===== src/logic/gcf_pkg.sv =====
// Functional notes
// writing one to set bits 3, 2, 1 forces trace, bus, core clocks
// writing one to the same clear bits drops the force; zero ignored
// set and clear registers are write-only pulse modifiers, nothing stored
// bit 3 of set and clear exists only when capability bit 1 is one
// bit 1 of set and clear exists only when capability bit 0 is one
// capability bit 1 reads one when trace analyzer support is built
// without trace analyzer support its fields read zero and ignore writes
// capability bit 0 reads one when core clock gating is supported
// capability register is read-only, build fixed, bits 31 to 2 zero
// configuration bits 31 to 16 give a fixed unit identity
// configuration bits 3 to 0 give policy unit count, one; 15 to 4 zero
// ident 4 bits 7 to 4 give log2 of 4KB blocks, 64KB footprint
// ident 4 bits 3 to 0 give fixed maker continuation count
// ident 0 bits 7 to 0 give part number low byte, rest zero
// force state register mirrors force bits; one means gating disabled
// set and clear read as zero; same-bit set and clear not expected
package gcf_pkg;
  localparam int ADDR_W = 12;
  localparam int DATA_W = 32;
  localparam int FORCE_W = 3;
  localparam logic [ADDR_W-1:0] OFS_FORCE_SET = 12'h000;
  localparam logic [ADDR_W-1:0] OFS_FORCE_CLEAR = 12'h004;
  localparam logic [ADDR_W-1:0] OFS_FORCE_STATE = 12'h008;
  localparam logic [ADDR_W-1:0] OFS_CAPABILITY = 12'h00c;
  localparam logic [ADDR_W-1:0] OFS_UNIT_CONFIG = 12'h010;
  localparam logic [ADDR_W-1:0] OFS_IDENT_4 = 12'hfd0;
  localparam logic [ADDR_W-1:0] OFS_IDENT_0 = 12'hfe0;
  // force fields occupy bits 3:1; index 0 of the force vector is bit 1
  localparam int FORCE_LSB = 1;
  localparam int IDX_CORE = 0;
  localparam int IDX_BUS = 1;
  localparam int IDX_TRACE = 2;
  localparam int CAP_CORE_BIT = 0;
  localparam int CAP_TRACE_BIT = 1;
  localparam int CFG_ID_LSB = 16;
  localparam int CFG_ID_W = 16;
  localparam int CFG_COUNT_W = 4;
  localparam int PERIPHERAL_IDENT_4_FOOT_LSB = 4;
  localparam logic [3:0] FOOTPRINT_LOG2 = 4'h4;
  localparam logic [3:0] POLICY_UNIT_COUNT = 4'h1;
  localparam logic [FORCE_W-1:0] FORCE_RESET = 3'h0;
  localparam logic [DATA_W-1:0] ZERO_WORD = 32'h0000_0000;
endpackage


===== src/logic/gcf_force_bits.sv =====
`timescale 1ns/1ps
module gcf_force_bits #(
  parameter logic [gcf_pkg::FORCE_W-1:0] PRESENT = 3'h7
) (
  input wire logic mclk,
  input wire logic rst_n,
  input wire logic [gcf_pkg::FORCE_W-1:0] set_req,
  input wire logic [gcf_pkg::FORCE_W-1:0] clr_req,
  output logic [gcf_pkg::FORCE_W-1:0] force_q
);
  // absent fields never leave zero; set wins over clear
  always_ff @(posedge mclk or negedge rst_n) begin
    if (!rst_n) begin
      force_q <= gcf_pkg::FORCE_RESET;
    end else begin
      force_q <= ((force_q & ~clr_req) | set_req) & PRESENT;
    end
  end
endmodule


===== src/logic/gcf_regs.sv =====
// Chosen here: the register offsets and the APB interface to the registers.
`timescale 1ns/1ps
module gcf_regs #(
  parameter bit TRACE_SUPPORT = 1'b1,
  parameter bit CORE_GATING = 1'b1,
  // identity values below are arbitrary
  parameter logic [15:0] UNIT_ID = 16'h5a3c,
  parameter logic [3:0] MAKER_CONT = 4'h3,
  parameter logic [7:0] PART_LOW = 8'h5c
) (
  input wire logic mclk,
  input wire logic rst_n,
  input wire logic psel,
  input wire logic penable,
  input wire logic pwrite,
  input wire logic [gcf_pkg::ADDR_W-1:0] paddr,
  input wire logic [gcf_pkg::DATA_W-1:0] pwdata,
  output logic [gcf_pkg::DATA_W-1:0] prdata,
  output logic pready,
  output logic pslverr,
  output logic trace_analyzer_force,
  output logic bus_clock_force,
  output logic core_clock_force
);
  localparam logic [gcf_pkg::FORCE_W-1:0] PRESENT = {TRACE_SUPPORT, 1'b1, CORE_GATING};

  logic [gcf_pkg::FORCE_W-1:0] force_vec;
  logic [gcf_pkg::FORCE_W-1:0] set_req;
  logic [gcf_pkg::FORCE_W-1:0] clr_req;
  logic setup;
  logic wr_en;
  logic rd_hit;
  logic [gcf_pkg::DATA_W-1:0] rd_word;
  logic wr_set;
  logic wr_clr;
  logic rd_setup;

  // read value and hit flag for an address
  function automatic logic [gcf_pkg::DATA_W:0] decode(
    input logic [gcf_pkg::ADDR_W-1:0] addr,
    input logic [gcf_pkg::FORCE_W-1:0] fv
  );
    logic [gcf_pkg::DATA_W-1:0] w;
    logic hit;
    w = gcf_pkg::ZERO_WORD;
    hit = 1'b1;
    unique case (addr)
      gcf_pkg::OFS_FORCE_SET: w = gcf_pkg::ZERO_WORD;
      gcf_pkg::OFS_FORCE_CLEAR: w = gcf_pkg::ZERO_WORD;
      gcf_pkg::OFS_FORCE_STATE: w[gcf_pkg::FORCE_LSB +: gcf_pkg::FORCE_W] = fv;
      gcf_pkg::OFS_CAPABILITY: begin
        w[gcf_pkg::CAP_TRACE_BIT] = TRACE_SUPPORT;
        w[gcf_pkg::CAP_CORE_BIT] = CORE_GATING;
      end
      gcf_pkg::OFS_UNIT_CONFIG: begin
        w[gcf_pkg::CFG_ID_LSB +: gcf_pkg::CFG_ID_W] = UNIT_ID;
        w[gcf_pkg::CFG_COUNT_W-1:0] = gcf_pkg::POLICY_UNIT_COUNT;
      end
      gcf_pkg::OFS_IDENT_4: begin
        w[gcf_pkg::PERIPHERAL_IDENT_4_FOOT_LSB +: 4] = gcf_pkg::FOOTPRINT_LOG2;
        w[3:0] = MAKER_CONT;
      end
      gcf_pkg::OFS_IDENT_0: w[7:0] = PART_LOW;
      default: hit = 1'b0;
    endcase
    return {hit, w};
  endfunction

  assign setup = psel && !penable && !pready;
  assign {rd_hit, rd_word} = decode(paddr, force_vec);
  assign wr_en = psel && penable && pready && pwrite && !pslverr;
  assign wr_set = wr_en && paddr == gcf_pkg::OFS_FORCE_SET;
  assign wr_clr = wr_en && paddr == gcf_pkg::OFS_FORCE_CLEAR;
  assign rd_setup = setup && !pwrite;

  // set and clear are pulses, nothing is stored for them
  always_comb begin
    set_req = '0;
    clr_req = '0;
    if (wr_en && paddr == gcf_pkg::OFS_FORCE_SET) begin
      set_req = pwdata[gcf_pkg::FORCE_LSB +: gcf_pkg::FORCE_W];
    end
    if (wr_en && paddr == gcf_pkg::OFS_FORCE_CLEAR) begin
      clr_req = pwdata[gcf_pkg::FORCE_LSB +: gcf_pkg::FORCE_W];
    end
  end

  gcf_force_bits #(
    .PRESENT(PRESENT)
  ) u_force (
    .mclk(mclk),
    .rst_n(rst_n),
    .set_req(set_req),
    .clr_req(clr_req),
    .force_q(force_vec)
  );

  assign trace_analyzer_force = force_vec[gcf_pkg::IDX_TRACE];
  assign bus_clock_force = force_vec[gcf_pkg::IDX_BUS];
  assign core_clock_force = force_vec[gcf_pkg::IDX_CORE];

  // one wait-free access phase after each setup
  always_ff @(posedge mclk or negedge rst_n) begin
    if (!rst_n) begin
      pready <= 1'b0;
    end else begin
      pready <= setup;
    end
  end

  // read data and error captured at setup, cleared after access
  always_ff @(posedge mclk or negedge rst_n) begin
    if (!rst_n) begin
      prdata <= gcf_pkg::ZERO_WORD;
      pslverr <= 1'b0;
    end else if (setup) begin
      prdata <= pwrite ? gcf_pkg::ZERO_WORD : rd_word;
      pslverr <= !rd_hit;
    end else begin
      prdata <= gcf_pkg::ZERO_WORD;
      pslverr <= 1'b0;
    end
  end

  a_set_bus: assert property (@(posedge mclk) disable iff (!rst_n)
    wr_en && paddr == gcf_pkg::OFS_FORCE_SET && pwdata[2] |=> bus_clock_force)
    else $error("bus clock force not set");

  a_set_core: assert property (@(posedge mclk) disable iff (!rst_n)
    wr_en && paddr == gcf_pkg::OFS_FORCE_SET && pwdata[1] |=> core_clock_force == CORE_GATING)
    else $error("core clock force wrong after set");

  a_clear_bus: assert property (@(posedge mclk) disable iff (!rst_n)
    wr_en && paddr == gcf_pkg::OFS_FORCE_CLEAR && pwdata[2] |=> !bus_clock_force)
    else $error("bus clock force not cleared");

  a_zero_ignored: assert property (@(posedge mclk) disable iff (!rst_n)
    wr_en && paddr == gcf_pkg::OFS_FORCE_SET && !pwdata[3] |=> $stable(trace_analyzer_force))
    else $error("zero write changed trace force");

  a_trace_absent: assert property (@(posedge mclk) disable iff (!rst_n)
    !TRACE_SUPPORT |-> !trace_analyzer_force)
    else $error("absent trace force bit moved");

  a_core_absent: assert property (@(posedge mclk) disable iff (!rst_n)
    !CORE_GATING |-> !core_clock_force)
    else $error("absent core force bit moved");

  a_wo_read_zero: assert property (@(posedge mclk) disable iff (!rst_n)
    setup && !pwrite && (paddr == gcf_pkg::OFS_FORCE_SET || paddr == gcf_pkg::OFS_FORCE_CLEAR)
    |=> pready && prdata == gcf_pkg::ZERO_WORD && !pslverr)
    else $error("write-only register read not zero");

  a_cap_read: assert property (@(posedge mclk) disable iff (!rst_n)
    setup && !pwrite && paddr == gcf_pkg::OFS_CAPABILITY
    |=> prdata == {30'h0, TRACE_SUPPORT, CORE_GATING})
    else $error("capability read wrong");

  a_config_read: assert property (@(posedge mclk) disable iff (!rst_n)
    setup && !pwrite && paddr == gcf_pkg::OFS_UNIT_CONFIG
    |=> prdata == {UNIT_ID, 12'h000, gcf_pkg::POLICY_UNIT_COUNT})
    else $error("configuration read wrong");

  a_state_mirror: assert property (@(posedge mclk) disable iff (!rst_n)
    setup && !pwrite && paddr == gcf_pkg::OFS_FORCE_STATE
    |=> prdata == {28'h0, $past(force_vec), 1'b0})
    else $error("force state read wrong");

  a_ident_reads: assert property (@(posedge mclk) disable iff (!rst_n)
    setup && !pwrite && paddr == gcf_pkg::OFS_IDENT_4
    |=> prdata == {24'h0, gcf_pkg::FOOTPRINT_LOG2, MAKER_CONT})
    else $error("ident 4 read wrong");

  a_ident0_read: assert property (@(posedge mclk) disable iff (!rst_n)
    setup && !pwrite && paddr == gcf_pkg::OFS_IDENT_0 |=> prdata == {24'h0, PART_LOW})
    else $error("ident 0 read wrong");

  a_ready_once: assert property (@(posedge mclk) disable iff (!rst_n)
    pready |=> !pready ##1 1'b1)
    else $error("ready held too long");

  a_set_trace: assert property (@(posedge mclk) disable iff (!rst_n)
    wr_set && pwdata[3]
    |=> trace_analyzer_force == TRACE_SUPPORT)
    else $error("trace clock force wrong after set");

  a_clear_trace: assert property (@(posedge mclk) disable iff (!rst_n)
    wr_clr && pwdata[3]
    |=> !trace_analyzer_force)
    else $error("trace clock force not cleared");

  a_clear_core: assert property (@(posedge mclk) disable iff (!rst_n)
    wr_clr && pwdata[1]
    |=> !core_clock_force)
    else $error("core clock force not cleared");

  a_zero_bus: assert property (@(posedge mclk) disable iff (!rst_n)
    wr_set && !pwdata[2]
    |=> $stable(bus_clock_force))
    else $error("zero write changed bus force");

  a_zero_core: assert property (@(posedge mclk) disable iff (!rst_n)
    wr_set && !pwdata[1]
    |=> $stable(core_clock_force))
    else $error("zero write changed core force");

  a_clr_zero_trace: assert property (@(posedge mclk) disable iff (!rst_n)
    wr_clr && !pwdata[3]
    |=> $stable(trace_analyzer_force))
    else $error("zero clear changed trace force");

  a_clr_zero_bus: assert property (@(posedge mclk) disable iff (!rst_n)
    wr_clr && !pwdata[2]
    |=> $stable(bus_clock_force))
    else $error("zero clear changed bus force");

  a_clr_zero_core: assert property (@(posedge mclk) disable iff (!rst_n)
    wr_clr && !pwdata[1]
    |=> $stable(core_clock_force))
    else $error("zero clear changed core force");

  a_idle_hold: assert property (@(posedge mclk) disable iff (!rst_n)
    !wr_set && !wr_clr
    |=> $stable({trace_analyzer_force, bus_clock_force, core_clock_force}))
    else $error("force changed without set or clear");

  a_err_unmapped: assert property (@(posedge mclk) disable iff (!rst_n)
    setup && !rd_hit
    |=> pready && pslverr)
    else $error("unmapped access not refused");

  a_err_mapped: assert property (@(posedge mclk) disable iff (!rst_n)
    setup && rd_hit
    |=> !pslverr)
    else $error("mapped access refused");

  a_ready_follows: assert property (@(posedge mclk) disable iff (!rst_n)
    setup
    |=> pready)
    else $error("ready missing after setup");

  a_ready_needs_setup: assert property (@(posedge mclk) disable iff (!rst_n)
    !setup
    |=> !pready)
    else $error("ready without setup");

  a_rdata_idle: assert property (@(posedge mclk) disable iff (!rst_n)
    !pready
    |-> prdata == gcf_pkg::ZERO_WORD)
    else $error("read data outside access");

  a_err_idle: assert property (@(posedge mclk) disable iff (!rst_n)
    !pready
    |-> !pslverr)
    else $error("error outside access");

  a_write_rdata_zero: assert property (@(posedge mclk) disable iff (!rst_n)
    setup && pwrite
    |=> prdata == gcf_pkg::ZERO_WORD)
    else $error("read data during write");

  a_cap_reserved: assert property (@(posedge mclk) disable iff (!rst_n)
    rd_setup && paddr == gcf_pkg::OFS_CAPABILITY
    |=> prdata[31:2] == 30'h0)
    else $error("capability reserved bits set");

  a_cap_trace: assert property (@(posedge mclk) disable iff (!rst_n)
    rd_setup && paddr == gcf_pkg::OFS_CAPABILITY
    |=> prdata[gcf_pkg::CAP_TRACE_BIT] == TRACE_SUPPORT)
    else $error("capability trace bit wrong");

  a_cap_core: assert property (@(posedge mclk) disable iff (!rst_n)
    rd_setup && paddr == gcf_pkg::OFS_CAPABILITY
    |=> prdata[gcf_pkg::CAP_CORE_BIT] == CORE_GATING)
    else $error("capability core bit wrong");

  a_config_id: assert property (@(posedge mclk) disable iff (!rst_n)
    rd_setup && paddr == gcf_pkg::OFS_UNIT_CONFIG
    |=> prdata[31:16] == UNIT_ID)
    else $error("unit identity wrong");

  a_config_reserved: assert property (@(posedge mclk) disable iff (!rst_n)
    rd_setup && paddr == gcf_pkg::OFS_UNIT_CONFIG
    |=> prdata[15:4] == 12'h000)
    else $error("configuration reserved bits set");

  a_ident4_foot: assert property (@(posedge mclk) disable iff (!rst_n)
    rd_setup && paddr == gcf_pkg::OFS_IDENT_4
    |=> prdata[7:4] == gcf_pkg::FOOTPRINT_LOG2)
    else $error("footprint field wrong");

  a_ident4_maker: assert property (@(posedge mclk) disable iff (!rst_n)
    rd_setup && paddr == gcf_pkg::OFS_IDENT_4
    |=> prdata[3:0] == MAKER_CONT)
    else $error("continuation count wrong");

  a_ident0_reserved: assert property (@(posedge mclk) disable iff (!rst_n)
    rd_setup && paddr == gcf_pkg::OFS_IDENT_0
    |=> prdata[31:8] == 24'h0)
    else $error("ident 0 reserved bits set");

  a_state_reserved: assert property (@(posedge mclk) disable iff (!rst_n)
    rd_setup && paddr == gcf_pkg::OFS_FORCE_STATE
    |=> prdata[31:4] == 28'h0 && !prdata[0])
    else $error("force state reserved bits set");

  a_state_trace_absent: assert property (@(posedge mclk) disable iff (!rst_n)
    rd_setup && paddr == gcf_pkg::OFS_FORCE_STATE && !TRACE_SUPPORT
    |=> !prdata[3])
    else $error("absent trace state not zero");

  a_state_core_absent: assert property (@(posedge mclk) disable iff (!rst_n)
    rd_setup && paddr == gcf_pkg::OFS_FORCE_STATE && !CORE_GATING
    |=> !prdata[1])
    else $error("absent core state not zero");

  a_trace_rise_cause: assert property (@(posedge mclk) disable iff (!rst_n)
    $rose(trace_analyzer_force)
    |-> $past(set_req[gcf_pkg::IDX_TRACE]))
    else $error("trace force rose without set");

  a_trace_fall_cause: assert property (@(posedge mclk) disable iff (!rst_n)
    $fell(trace_analyzer_force)
    |-> $past(clr_req[gcf_pkg::IDX_TRACE]))
    else $error("trace force fell without clear");

  a_bus_rise_cause: assert property (@(posedge mclk) disable iff (!rst_n)
    $rose(bus_clock_force)
    |-> $past(set_req[gcf_pkg::IDX_BUS]))
    else $error("bus force rose without set");

  a_bus_fall_cause: assert property (@(posedge mclk) disable iff (!rst_n)
    $fell(bus_clock_force)
    |-> $past(clr_req[gcf_pkg::IDX_BUS]))
    else $error("bus force fell without clear");

  a_core_rise_cause: assert property (@(posedge mclk) disable iff (!rst_n)
    $rose(core_clock_force)
    |-> $past(set_req[gcf_pkg::IDX_CORE]))
    else $error("core force rose without set");

  a_core_fall_cause: assert property (@(posedge mclk) disable iff (!rst_n)
    $fell(core_clock_force)
    |-> $past(clr_req[gcf_pkg::IDX_CORE]))
    else $error("core force fell without clear");

  a_err_with_ready: assert property (@(posedge mclk) disable iff (!rst_n)
    pslverr
    |-> pready)
    else $error("error without ready");

  a_cap_write_quiet: assert property (@(posedge mclk) disable iff (!rst_n)
    wr_en && paddr == gcf_pkg::OFS_CAPABILITY
    |=> $stable({trace_analyzer_force, bus_clock_force, core_clock_force}))
    else $error("capability write changed force");
endmodule


===== config.mk =====
export PLATFORM = sky130hd
export DESIGN_NAME = gcf_regs
export DESIGN_NICKNAME = d
export VERILOG_FILES = /design/src/logic/gcf_pkg.sv /design/src/logic/gcf_force_bits.sv /design/src/logic/gcf_regs.sv
export SDC_FILE = /design/constraint.sdc
export NUM_CORES = 1
export LEC_CHECK = 0
export ABC_AREA = 1
export BUFFER_PORTS_ARGS = -buffer_cell sky130_fd_sc_hd__buf_2
export CORE_MARGIN = 2
export CORE_UTILIZATION = 38
export DETAILED_ROUTE_END_ITERATION = 10
export PLACE_DENSITY = 0.81
export SLEW_MARGIN = 40
export SYNTH_ARGS = -nofsm -noshare
export SYNTH_HDL_FRONTEND = slang
export SYNTH_HIERARCHICAL = 1
export SYNTH_SLANG_ARGS = --single-unit

===== constraint.sdc =====
create_clock -name mclk -period 1.5 [get_ports mclk]
set_input_delay 0 -clock mclk [delete_from_list [all_inputs] [get_ports mclk]]
set_output_delay 0 -clock mclk [all_outputs]
set_load 0.005 [all_outputs]

==> summary by stage <==
Detailed routing
The average via count per standard cell is 4.11. In this run the remaining antenna-violating nets after routing total 0. The routed layout has 805 vias. The detailed router finished its first iteration with 25 violations. The aggregate routed wire length is 1630 um. After detailed routing, the average wire length per cell comes to 8.34 um. The final routed DRC violation total is 0.

The number of optimization iterations in the first detailed-route pass is 7.

Outcome
The flow ran to the end, and the final reports show no timing, DRC or antenna violations.

Critical path
STA classifies the critical path endpoint as a register. The worst endpoint data arrival time is 1.54 ns. Along the worst path, the maximum fanout reaches 3. The kind of critical path is register to register. The startpoint class of the critical path is a register. The required time reported for the critical path endpoint is 1.71 ns.

STA
The total count of max-transition violations in the final report is 0. For this run, the top clock speed supported by timing is 755 MHz. Dividing the final minimum period by the clock period gives 0.883. The final hold violation count is 0. The post-route clock skew is 0.000284 ns. The final setup TNS is 0 ns. Setup repair after global routing left no endpoint under its margin.

The total setup violations reported at the end of the flow is 0. Counting I/O delays and the setup requirement, the final critical path takes 1.32 ns.

Finish
Fill cells in the final layout number 218. The layout overhead on the synthesized area is 18.5%. The multi-input gate area in the final layout is 388 sq um. The final layout contains 218 nets. Summing all non-filler instances in the final layout gives an area of 0.00107 sq mm. The layout cell share with drive strength beyond 1 is 0.310. The area taken by flip-flops and latches is 300 sq um. The number of inserted diodes is 0.

Placed design
At the end of routability-driven placement, the weighted congestion stood at 0.819. The count of buffers added on input and output ports is 38. After detailed placement, the total cell area comes to 0.00101 sq mm. Detailed placement ended at an HPWL of 1390 um.

Power
The part of the total power dissipated in the clock network is 0.377. The switching component of the power is 167 uW. For this design the static power due to leakage is 0.685 nW. The power share of the combinational group is 0.138. The power per unit of standard cell area is 631 mW/mm^2. The proportion of total power due to net switching is 0.247. The worst-case IR drop observed on VDD is 0.362 mV. The share of total power dissipated in sequential elements is 0.484. Internal power comes to 511 uW.

Global route
The first global-routing pass estimated 2770 um of wire. For met3 alone, demand over resource in global routing was 0.0254. The via count of the first global-routing pass is 726. For this run, global-route usage on met2 was measured as 0.263. The number of antenna violations at the first check in global routing is 0. The global-route total usage across every layer is 0.136.

The overflow left after global routing is 0. In this run the most used layer during global routing was met2. In the global route stage, met1 resource usage came out at 0.138. The maximum number of pins on one net before global-route repair is 13.

Logic synthesis
The post-synthesis share of cell area spent on full adders, half adders and majority gates is 0. After technology mapping, the gate count stands at 131. The compound-gate portion of the synthesized area is 0.0166. During synthesis, Yosys emitted a total of 6 warnings. The mapped netlist covers 907 sq um. The synthesized flop and latch total is 12. The multiplexer share of the synthesized area is 0.

Of the total synthesized cell area, the portion taken by AND, OR, NAND and NOR gates is 0.337. After synthesis, the mean cell area works out to 6.92 sq um. The xor and xnor area share after synthesis is 0. After synthesis, the largest family of logic cells by area is simple AND/OR/NAND/NOR gates. The netlist uses 19 different library cells. Of the synthesized area, sequential elements account for 0.331.

CTS
Gates resized during post-CTS repair numbered 0. The number of buffers on the longest clock path is 2. The clock net in this run drives a total of 12 sinks. The latest clock arrival within the worst-skew pair is 0.27 ns. The clock slew at the register clock pins of the worst setup and hold paths is 0.07 ns. TritonCTS built the clock tree.

Clock tree synthesis selected as its root buffer the cell clkbuf_4. The total CTS buffers is 3. CTS built an H-tree with a depth of 1.

Floorplan
The die covers 0.00279 sq mm. The core footprint is 0.00223 sq mm. For this design the top-level I/O count stands at 86. In this run the horizontal extent of the chip is 52.9 um. The row count is 17. The effective utilization at floorplan is 0.406. Measured along the y axis, the die boundary spans 52.9 um.

Job
The number of max-capacitance violations reported is 0.

Worst hold path
The path category of the worst min-delay check is input pin to register.
## final cells by class
cell class,count,area share
sequential,12,0.279
timing repair buffer,41,0.205
multi-input combinational,86,0.361
clock buffer,4,0.0338
tap,28,0.0326
inverter,25,0.0885
## worst max-delay path, stage by stage, from the launching register on
cell,delay [ns]
dfrtp_1,0.41
nor3_2,0.26
dlygate4sd3_1,0.59
## per-stage QoR
step           utilization  worst slack (ns)  std cells  power [mW]  hold slack (ns)
4_1_cts              0.481             0.166        196       0.677           0.0358
6_report             0.481             0.176        196       0.678           0.0357
3_5_place_dp         0.452             0.261        189       0.423           -0.117
3_3_place_gp         0.452             0.330        189       0.421           -0.120
5_1_grt              0.481            0.0803        196       0.715           0.0515
2_1_floorplan            -             0.458        148       0.414           -0.296
## state kept, by name (all words and copies together) (netlist names)
name,flops
pslverr,1
pready,1
prdata,7
u_force/force_q,3
## metal layers
metal / up-vias / part of all wire
li1: 417 / -
met1: 333 / 0.39
met2: 51 / 0.47
met3: 4 / 0.12
met4: 0 / 0.019
met5: - / 0
## cell usage in the layout (no fill, tap or decap), drive strengths merged
cell / instances
nand3: 7
nand2: 28
nor2: 24
clkbuf: 4
buf: 38
inv: 24
nand4: 1
nand3b: 1
and3: 1
o21ai: 3
clkinv: 1
dlygate4sd3: 3
nor3: 3
dfrtp: 12
conb: 18
## cell families after synthesis
family,after synthesis
AOI/OAI and AO/OA,3
buffers and inverters,50
DFF,12
other,1
and+or+nand+nor,65
## cells in the mapped netlist
cell      count  area [sq um]
buf_4        25           188
nand2_1      25          93.8
inv_1        24          90.1
nor2_1       21          78.8
dfrtp_1      12           300
nand3_1       5          25.0
nand2_2       3          18.8
nand3_2       2          20.0
nor2_4        2          22.5
nor3_1        2          10.0
o21ai_1       2          10.0
and3_1        1          6.26
clkinv_2      1          5.00
conb_1        1          3.75
nand3b_1      1          7.51
nand4_1       1          6.26
nor2_2        1          6.26
nor3_2        1          10.0
o21ai_0       1          5.00
## path summary, 6_finish.rpt
path | cells past startpoint | slack (ns) | start | to
worst max-delay path | 2 | 0.18 | pready$_DFF_PN0_ | pready$_DFF_PN0_
worst min-delay path | 4 | 0.04 | pwrite | prdata[28]$_DFF_PN0_
worst max register to register | 2 | 0.18 | pready$_DFF_PN0_ | pready$_DFF_PN0_
worst min register to register | 2 | 0.52 | u_force/force_q[0]$_DFF_PN0_ | u_force/force_q[0]$_DFF_PN0_
max in group asynchronous | 2 | 1.18 | rst_n | prdata[4]$_DFF_PN0_
min in group asynchronous | 2 | 0.12 | rst_n | prdata[0]$_DFF_PN0_
## timing repair
action	4_1_cts	5_1_grt
setup buffers	0	0
hold buffers	3	0
hold endpoints to repair	13	0
## power by group through the flow
stage | sequential, mW | combinational (mW) | clock, mW
after floorplan | 0.335 | 0.0786 | 0
after global placement | 0.334 | 0.0861 | 0
after detailed placement | 0.335 | 0.0879 | 0
after CTS | 0.328 | 0.0941 | 0.255
after global routing | 0.329 | 0.110 | 0.276
final | 0.328 | 0.0938 | 0.256
Note: power is estimated with default switching activity, not from simulation.
